==> src/rtl/mrs_pkg.sv <==
// package: opcodes, field positions and reset values for the execute block
package mrs_pkg;
  localparam int DATA_W = 8;
  localparam int ADDR_W = 5;
  localparam int PC_W = 11;
  localparam int INSTR_W = 12;
  // 12-bit opcode patterns and masks
  localparam logic [11:0] OP_NOP = 12'h000;
  localparam logic [11:0] OP_CFG = 12'h002;
  localparam logic [11:0] OP_SLEEP = 12'h003;
  localparam logic [11:0] MASK_FULL = 12'hfff;
  localparam logic [11:0] OP_ACC_TO_FILE = 12'h020;
  localparam logic [11:0] MASK_ACC_TO_FILE = 12'hfe0;
  localparam logic [11:0] OP_FILE_MOVE = 12'h200;
  localparam logic [11:0] OP_ROTATE_LEFT = 12'h340;
  localparam logic [11:0] MASK_FD = 12'hfc0;
  localparam logic [11:0] OP_RET_LIT = 12'h800;
  localparam logic [11:0] OP_LIT_TO_ACC = 12'hc00;
  localparam logic [11:0] MASK_LIT = 12'hf00;
  // field positions
  localparam int DEST_BIT = 5;
  localparam int MSB_BIT = 7;
  // reset values
  localparam logic [7:0] ACC_RST = 8'h00;
  localparam logic [7:0] CFG_RST = 8'hff;
  localparam logic [7:0] WDT_CLR = 8'h00;
  localparam logic [7:0] BYTE_ONE = 8'h01;
  localparam logic [10:0] PC_RST = 11'h000;
  localparam logic [10:0] PC_STEP = 11'h001;
  typedef enum logic [1:0] {
    ST_RUN = 2'b00,
    ST_RET2 = 2'b01,
    ST_SLEEP = 2'b10
  } mrs_state_type;
endpackage

==> src/rtl/mrs_exec.sv <==
// execute stage for move, literal, return, sleep and rotate instructions
// Notes on behaviour
// - acc_to_file_instr writes the accumulator into file register 0..31, flags kept.
// - file_move_instr sends the register to the accumulator if d is 0, else back to it.
// - file_move_instr sets the zero flag from the moved value.
// - literal_to_acc_instr loads the 8-bit literal into the accumulator, flags kept.
// - the configuration load copies the accumulator into the config register.
// - return_literal_instr loads the literal and takes the pc from stack_top_entry.
// - return_literal_instr takes two instruction cycles.
// - sleep clears the watchdog_counter and its prescaler.
// - sleep sets timeout_status and clears powerdown_status.
// - sleep puts the core asleep with the oscillator stopped.
// - rotate_left_carry_instr shifts left via carry to accumulator or register.
`timescale 1ns/10ps
`default_nettype none
module mrs_exec
  import mrs_pkg::*;
(
  input wire logic clk,
  input wire logic nrst,
  input wire logic instr_valid,
  input wire logic [INSTR_W-1:0] instr,
  input wire logic [DATA_W-1:0] file_rdata,
  input wire logic [PC_W-1:0] stack_top_entry,
  input wire logic wake,
  output logic instr_ready,
  output logic [ADDR_W-1:0] file_addr,
  output logic file_we,
  output logic [DATA_W-1:0] file_wdata,
  output logic [DATA_W-1:0] acc,
  output logic [DATA_W-1:0] cfg_reg,
  output logic [PC_W-1:0] pc,
  output logic zero_flag,
  output logic carry_flag,
  output logic timeout_status,
  output logic powerdown_status,
  output logic [DATA_W-1:0] watchdog_counter,
  output logic [DATA_W-1:0] wdt_prescaler,
  output logic stack_pop,
  output logic osc_run,
  output logic asleep
);
  function automatic logic op_is(input logic [11:0] i, input logic [11:0] op,
                                 input logic [11:0] m);
    op_is = (i & m) == op;
  endfunction

  mrs_state_type state_q, state_d;
  logic [7:0] acc_q, acc_d, cfg_q, cfg_d, wdt_q, wdt_d, pre_q, pre_d;
  logic [7:0] wdata_q, wdata_d;
  logic [10:0] pc_q, pc_d;
  logic [4:0] addr_q, addr_d;
  logic we_q, we_d, z_q, z_d, c_q, c_d, to_q, to_d, pd_q, pd_d;
  logic pop_q, pop_d;
  logic wake_s1_q, wake_s2_q;
  logic go, dest_f;
  logic [7:0] rot;

  assign instr_ready = (state_q == ST_RUN);
  assign go = instr_valid && instr_ready;
  assign dest_f = instr[DEST_BIT];
  assign rot = {file_rdata[MSB_BIT-1:0], c_q};

  // wake level synchroniser
  always_ff @(posedge clk or negedge nrst) begin
    if (!nrst) begin
      wake_s1_q <= 1'b0;
      wake_s2_q <= 1'b0;
    end else begin
      wake_s1_q <= wake;
      wake_s2_q <= wake_s1_q;
    end
  end

  // next-state decode
  always_comb begin
    state_d = state_q;
    acc_d = acc_q;
    cfg_d = cfg_q;
    wdt_d = wdt_q + BYTE_ONE;
    pre_d = pre_q;
    pc_d = pc_q;
    addr_d = instr[ADDR_W-1:0];
    we_d = 1'b0;
    wdata_d = wdata_q;
    z_d = z_q;
    c_d = c_q;
    to_d = to_q;
    pd_d = pd_q;
    pop_d = 1'b0;
    unique case (state_q)
      ST_RUN: begin
        if (go) begin
          pc_d = pc_q + PC_STEP;
          if (op_is(instr, OP_ACC_TO_FILE, MASK_ACC_TO_FILE)) begin
            we_d = 1'b1;
            wdata_d = acc_q;
          end else if (op_is(instr, OP_FILE_MOVE, MASK_FD)) begin
            z_d = (file_rdata == ACC_RST);
            if (dest_f) begin
              we_d = 1'b1;
              wdata_d = file_rdata;
            end else begin
              acc_d = file_rdata;
            end
          end else if (op_is(instr, OP_ROTATE_LEFT, MASK_FD)) begin
            c_d = file_rdata[MSB_BIT];
            if (dest_f) begin
              we_d = 1'b1;
              wdata_d = rot;
            end else begin
              acc_d = rot;
            end
          end else if (op_is(instr, OP_LIT_TO_ACC, MASK_LIT)) begin
            acc_d = instr[DATA_W-1:0];
          end else if (op_is(instr, OP_RET_LIT, MASK_LIT)) begin
            acc_d = instr[DATA_W-1:0];
            pc_d = stack_top_entry;
            pop_d = 1'b1;
            state_d = ST_RET2;
          end else if (op_is(instr, OP_CFG, MASK_FULL)) begin
            cfg_d = acc_q;
          end else if (op_is(instr, OP_SLEEP, MASK_FULL)) begin
            wdt_d = WDT_CLR;
            pre_d = WDT_CLR;
            to_d = 1'b1;
            pd_d = 1'b0;
            state_d = ST_SLEEP;
          end
        end
      end
      ST_RET2: state_d = ST_RUN;
      ST_SLEEP: begin
        wdt_d = wdt_q;
        if (wake_s2_q) begin
          state_d = ST_RUN;
        end
      end
      default: state_d = ST_RUN;
    endcase
  end

  // state registers
  always_ff @(posedge clk or negedge nrst) begin
    if (!nrst) begin
      state_q <= ST_RUN;
      acc_q <= ACC_RST;
      cfg_q <= CFG_RST;
      wdt_q <= WDT_CLR;
      pre_q <= WDT_CLR;
      pc_q <= PC_RST;
      addr_q <= '0;
      we_q <= 1'b0;
      wdata_q <= ACC_RST;
      z_q <= 1'b0;
      c_q <= 1'b0;
      to_q <= 1'b1;
      pd_q <= 1'b1;
      pop_q <= 1'b0;
    end else begin
      state_q <= state_d;
      acc_q <= acc_d;
      cfg_q <= cfg_d;
      wdt_q <= wdt_d;
      pre_q <= pre_d;
      pc_q <= pc_d;
      addr_q <= addr_d;
      we_q <= we_d;
      wdata_q <= wdata_d;
      z_q <= z_d;
      c_q <= c_d;
      to_q <= to_d;
      pd_q <= pd_d;
      pop_q <= pop_d;
    end
  end

  // outputs
  assign file_addr = go ? instr[ADDR_W-1:0] : addr_q;
  assign file_we = we_q;
  assign file_wdata = wdata_q;
  assign acc = acc_q;
  assign cfg_reg = cfg_q;
  assign pc = pc_q;
  assign zero_flag = z_q;
  assign carry_flag = c_q;
  assign timeout_status = to_q;
  assign powerdown_status = pd_q;
  assign watchdog_counter = wdt_q;
  assign wdt_prescaler = pre_q;
  assign stack_pop = pop_q;
  assign asleep = (state_q == ST_SLEEP);
  assign osc_run = !asleep;
endmodule
`default_nettype wire

==> config.mk <==
export PLATFORM = sky130hd
export DESIGN_NAME = mrs_exec
export DESIGN_NICKNAME = d
export VERILOG_FILES = /design/src/rtl/mrs_pkg.sv /design/src/rtl/mrs_exec.sv
export SDC_FILE = /design/constraint.sdc
export NUM_CORES = 1
export LEC_CHECK = 0
export BUFFER_PORTS_ARGS = -buffer_cell sky130_fd_sc_hd__buf_2
export CORE_ASPECT_RATIO = 0.7
export CORE_MARGIN = 4
export CORE_UTILIZATION = 50
export DETAILED_ROUTE_END_ITERATION = 7
export PLACE_DENSITY = 0.79
export SKIP_LAST_GASP = 1
export SLEW_MARGIN = 40
export SYNTH_ARGS = -nofsm -noshare
export SYNTH_HDL_FRONTEND = slang
export SYNTH_SLANG_ARGS = --single-unit
==> constraint.sdc <==
create_clock -name clk -period 1.8 [get_ports clk]
set_input_delay 0.09 -clock clk [delete_from_list [all_inputs] [get_ports clk]]
set_output_delay 0.09 -clock clk [all_outputs]
set_load 0.02 [all_outputs]
# Word-level counts from Yosys, hierarchy flattened
# Cells that the tools add are included.
[classes]
addsub = 2
eq_ne = 20
n_mux = 49
bitwise = 6
reduce_logical = 14
[op_table]
columns = ["op", "n"]
rows = [
  ["$mux W8", 19],
  ["$mux W11", 5],
  ["$eq A12 B2 Y1 const B", 2],
  ["$mux W2", 9],
  ["$pmux W8 S2", 1],
  ["$reduce_and A8 Y1", 2],
  ["$mux W1", 13],
  ["$eq A6 B4 Y1 const B", 2],
  ["$ne A2 B2 Y1 const B", 6],
  ["$add A11 B1 Y11 const B", 1],
  ["$reduce_and A5 Y1", 2],
  ["$ne A3 B3 Y1 const B", 3],
  ["$reduce_and A9 Y1", 1],
  ["$add A8 B1 Y8 const B", 1],
  ["$eq A4 B4 Y1 const B", 2],
  ["$logic_not A8 Y1", 1],
  ["$eq A7 B1 Y1 const B", 1],
  ["$not A1 Y1", 6],
  ["$reduce_and A6 Y1", 1],
  ["$mux W5", 1],
  ["$ne A2 B1 Y1 const B", 2],
  ["$pmux W2 S2", 1],
  ["$reduce_and A4 Y1", 1],
  ["$reduce_bool A4 Y1", 1],
  ["7 further kinds", 7],
]
[totals]
ff_bits = 57
in_bits = 35
out_inout_bits = 65
word_cells = 105

# Logic depth before layout (Yosys ltp)
[logic_depth]
ltp_word = 10
mapped_depth = 6
depth_no_buf = 5

# Worst setup path after synthesis
# No wires, ideal clock.
[synth_timing]
kind = "flip-flop to output port"
from = "reg state_q[1]"
to = "out file_addr[3]"
arrival_time_ps = 1590
path_slack_ps = 120
path_stages_with_launch = 6
path_buffers = 2
path_cell_list = "dfrtp_1 -> nor3b_2 -> clkbuf_1 -> clkbuf_1 -> nand2_1 -> nand2_1"
[synth_between]
elab_chain_len = 3
[synth_lines]
columns = ["item", "line_no", "source"]
rows = [
  ["from (decl)", "mrs_exec.sv:48", "mrs_state_type state_q, state_d;"],
  ["from (signal assigned)", "mrs_exec.sv:161", "state_q <= state_d;"],
  ["$logic_not A2 Y1", "mrs_exec.sv:59", "assign instr_ready = (state_q == ST_RUN);"],
  ["$logic_and A1 B1 Y1", "mrs_exec.sv:60", "assign go = instr_valid && instr_ready;"],
  ["$mux W5", "mrs_exec.sv:179", "assign file_addr = go ? instr[ADDR_W-1:0] : addr_q;"],
  ["to (decl)", "mrs_exec.sv:27", "output logic [ADDR_W-1:0] file_addr,"],
]
# No other way between the ends.

# Final worst setup path
[layout_timing]
from = "reg state_q[0]"
to = "reg wdata_q[0] (netlist: file_wdata[0])"
[layout_between]
elab_chain_len = 3
[layout_lines]
columns = ["item", "line_no", "source"]
rows = [
  ["$logic_not A2 Y1 *", "mrs_exec.sv:59, mrs_exec.sv:91", ""],
  ["$logic_and A1 B1 Y1", "mrs_exec.sv:60", ""],
  ["$reduce_and A5 Y1 (no source line) *", "-", ""],
  ["to (signal assigned)", "mrs_exec.sv:169", "wdata_q <= wdata_d;"],
  ["to (decl)", "mrs_exec.sv:50", "logic [7:0] wdata_q, wdata_d;"],
]
# Mark *: on every way between the ends. The rest lies on a longest branch, timed or not.
# A chain may end at the register's enable or synchronous reset.

==> Implementation_results.wiki <==
{| class="wikitable"
! Metric !! Value
|-
| Cell variety after synth || 48
|-
| Via count of the routed design || 2910
|-
| Normalized max-slew margin || 66.18%
|-
| Wirelength, routed || 8603 um
|-
| Power per cell area || 1142 nW/um^2
|-
| CP startpoint kind || register
|-
| Max Clock Freq || 600.8 MHz
|-
| Register bit count reported by yosys || 57
|-
| Via count normalized by instance count || 5.695
|-
| Antenna Nets Post-Route || 0
|-
| Via count of the first global-routing pass || 2721
|-
| Die height || 73.38 um
|-
| Largest net degree at the start of global routing || 45
|-
| Nets@finish || 468
|-
| Final-report hold violation count || 0
|-
| Simple-gate portion of the synthesized area || 20.00%
|-
| Register clock-pin slew on the reported worst setup and hold paths || 0.07 ns
|-
| Global-route met1 utilization || 34.65%
|-
| Number of max-capacitance violations reported || 0
|-
| Fillcell total || 463
|-
| Max reg flops || 11
|-
| Startpoint-to-endpoint class of the critical path || reg2reg
|-
| Clock tree from TritonCTS || yes
|-
| Die Area || 7440 um^2
|-
| Setup TNS || 0 ns
|-
| Fraction of the cycle the final worst path needs || 92.47%
|-
| Num rows || 23
|-
| Adder and majority gate portion of the synthesized area || 0.8197%
|-
| Flop2flop setup slack || 0.14 ns
|-
| Gr busiest metal || met2
|-
| Met3 Use GR || 7.021%
|-
| Weighted congestion at the end of routability-driven global placement || 0.9788
|-
| Predominant post-synthesis flop cell || dfrtp_1
|-
| Arrival time of the worst setup path || 1.91 ns
|-
| H-tree depth reported by CTS || 3
|-
| Buffers on Ports || 90
|-
| Avg Synthesized Cell Area || 9.481 um^2
|-
| Total of endpoints with negative setup slack in the final report || 0
|-
| Core region area || 5813 um^2
|-
| Worst vdd ir || 800.0 uV
|-
| Number of warnings printed during yosys synthesis || 0
|-
| Largest family of logic cells by synthesized area || simple AND/OR/NAND/NOR gates
|-
| Sequential share of the synthesized area || 47.09%
|-
| Number of design rule violations left after detail routing || 0
|-
| Required @ worst endpoint || 2.05 ns
|-
| Detailed Route Iter0 Violations || 203
|-
| Parity-gate share of the synthesized area counting xor and xnor cells || 1.148%
|-
| First-pass GRT wire length || 13830 um
|-
| Share of layout cells above drive strength 1 || 36.01%
|-
| Final count of pins violating max slew || 0
|-
| Compound-gate portion of the synthesized area || 18.85%
|-
| Proportion of register bits with asynchronous set or reset after synthesis || 100.0%
|-
| Minimum clock period || 1.664 ns
|-
| DR pass1 iterations || 5
|-
| Routing usage on met2 || 36.09%
|-
| Clock tree root buffer cell || clkbuf_8
|-
| Die width || 101.4 um
|-
| Post-detailed-route wirelength per cell || 16.84 um
|-
| Worst Tran Pin Value || 0.5027 ns
|-
| Worst clock skew || 0.01251 ns
|-
| Initial antenna violation count || 0
|-
| CP Capture Type || register
|-
| Post-synth EDFFs || 0
|-
| Global-route usage over all layers || 24.39%
|-
| Clock Tree Buf Depth || 2
|-
| Mux contribution to synthesized area || 6.598%
|-
| Netlist Area Pre-Place || 3053 um^2
|-
| Clock buffers created by TritonCTS || 9
|-
| Worst min-delay path category || in2reg
|-
| Status || finished, final reports clean
|-
| RSZ-0062 raised after global routing || false
|-
| Effective utilization at floorplan || 52.52%
|-
| Total clock sinks || 57
|-
| Leakage power summed over all cells || 1.871 nW
|-
| Grt total ovfl || 0
|-
| Gate count after technology mapping || 322
|-
| Worst-Skew Late Latency || 0.34 ns
|-
| DP HPWL || 6190 um
|-
| Synthesis-to-finish area growth || 27.75%
|-
| Ant diodes || 0
|-
| Final Total Pwr || 4.455 mW
|-
| I/O pin cnt || 100
|-
| Max Fanout on Critical Path || 9
|}
==> synthesized netlist by cell type, types with 2 or more instances <==
library cell  instances  area share, %
nand3_1               8            1.3
xor2_1                3           0.86
buf_2                 5           0.82
a2bb2oi_1             3           0.86
nor3_1                9            1.5
dfrtp_1              48             39
nor2_1               12            1.5
mux2_2               17            6.3
clkbuf_1              9            1.1
and2_1                2           0.41
a21oi_1              27            4.4
buf_4                 9            2.2
nand2b_1              5            1.0
nor4b_2               2           0.98
or4b_1                2           0.66
a221oi_1              2           0.57
ha_1                  2           0.82
o22ai_1               3           0.61
o32ai_1               3           0.86
inv_1                 5           0.61
o21a_1                8            2.0
nand4_1               9            1.8
and4_1                2           0.57
nand2_1              43            5.3
o21ai_0              36            5.9
or3_1                 4           0.82
a31oi_1               3           0.61
dfstp_2               9            7.7
conb_1                2           0.25
and3_1               10            2.0
nor4_1                3           0.61
==> cell type report <==
cell class | count | area (um^2) | share of cell area, %
multi-input cells | 242 | 1491 | 38.24
flip-flops and latches | 57 | 1438 | 36.86
well taps | 75 | 93.84 | 2.406
repair buffers | 116 | 684.4 | 17.55
clock inverters | 3 | 15.01 | 0.3850
inverters | 5 | 18.77 | 0.4812
clock buffers | 13 | 158.9 | 4.074
==> final timing paths <==
kind | startpoint | endpoint | cells after the start
max | state_q[0] | file_wdata[0] | 6
min | file_rdata[7] | carry_flag | 2
max reg2reg | state_q[0] | file_wdata[0] | 6
min reg2reg | wake_s1_q | wake_s2_q | 0
max in group asynchronous | nrst | cfg_reg[3] | 3
min in group asynchronous | nrst | file_wdata[5] | 2
==> layer usage <==
metal	up-vias	wire, um
li1	1376	-
met1	1371	3964
met2	149	3782
met3	14	721
met4	0	135
met5	-	0
==> repair_timing <==
action | 4_1_cts | 5_1_grt
setup endpoints to repair | 5 | 15
hold buffers | 9 | 0
pin swaps | 0 | 2
resized for setup | 1 | 2
endpoints found under the hold margin | 24 | 0
setup buffers | 0 | 4
==> per-stage QoR <==
stage | utilization (%) | cell area, um^2 | cells | hold slack (ns) | setup slack, ns
6_report | 67.09 | 3900 | 511 | 0.02218 | 0.1356
2_1_floorplan | - | 3079 | 329 | -0.2056 | 0.1197
3_3_place_gp | 61.90 | 3598 | 482 | 0.009431 | 0.1390
3_5_place_dp | 61.90 | 3598 | 482 | 0.007714 | 0.05755
4_1_cts | 66.51 | 3866 | 507 | 0.005241 | 0.01989
5_1_grt | 67.09 | 3900 | 511 | 0.01638 | 0.01500
==> worst max-delay path: stages (launching register included) <==
cell and delay [ns]:
dfrtp_1 0.41, nor3b_4 0.26, buf_4 0.16, o2111ai_2 0.11
inv_1 0.29, o21ai_0 0.15, o21ai_0 0.19
==> layout by cell type, fill, tap and decap left out, drive strengths merged, types with 3 or more instances in the layout <==
master / count
buf: 107
dfrtp: 48
nand2: 43
o21ai: 36
a21oi: 28
mux2: 17
clkbuf: 13
nor2: 12
and3: 10
nand4: 10
nor3: 9
conb: 9
dfstp: 9
dlygate4sd3: 9
nand3: 8
o21a: 8
nand2b: 5
inv: 5
or3: 4
nor4: 3
xor2: 3
o22ai: 3
a2bb2oi: 3
a31oi: 3
o32ai: 3
clkinv: 3
==> power breakdown <==
| group | total [mW] | switching, mW | internal, mW |
|---|---|---|---|
| logic | 1.47 | 0.906 | 0.565 |
| registers | 1.91 | 0.337 | 1.58 |
| clock network | 1.07 | 0.501 | 0.568 |
| total | 4.45 | 1.74 | 2.71 |
==> cell families (layout without fill, tap and decap cells) <==
logic type      after synthesis  count (layout)
xor+xnor                      4               4
other cells                   2               9
fa+ha+maj                     2               2
flops                        57              57
buf+inv                      30             137
compound gates               93              93
simple gates                116             116
mux                          18              18
No activity file was read; power rests on OpenSTA's default activity.
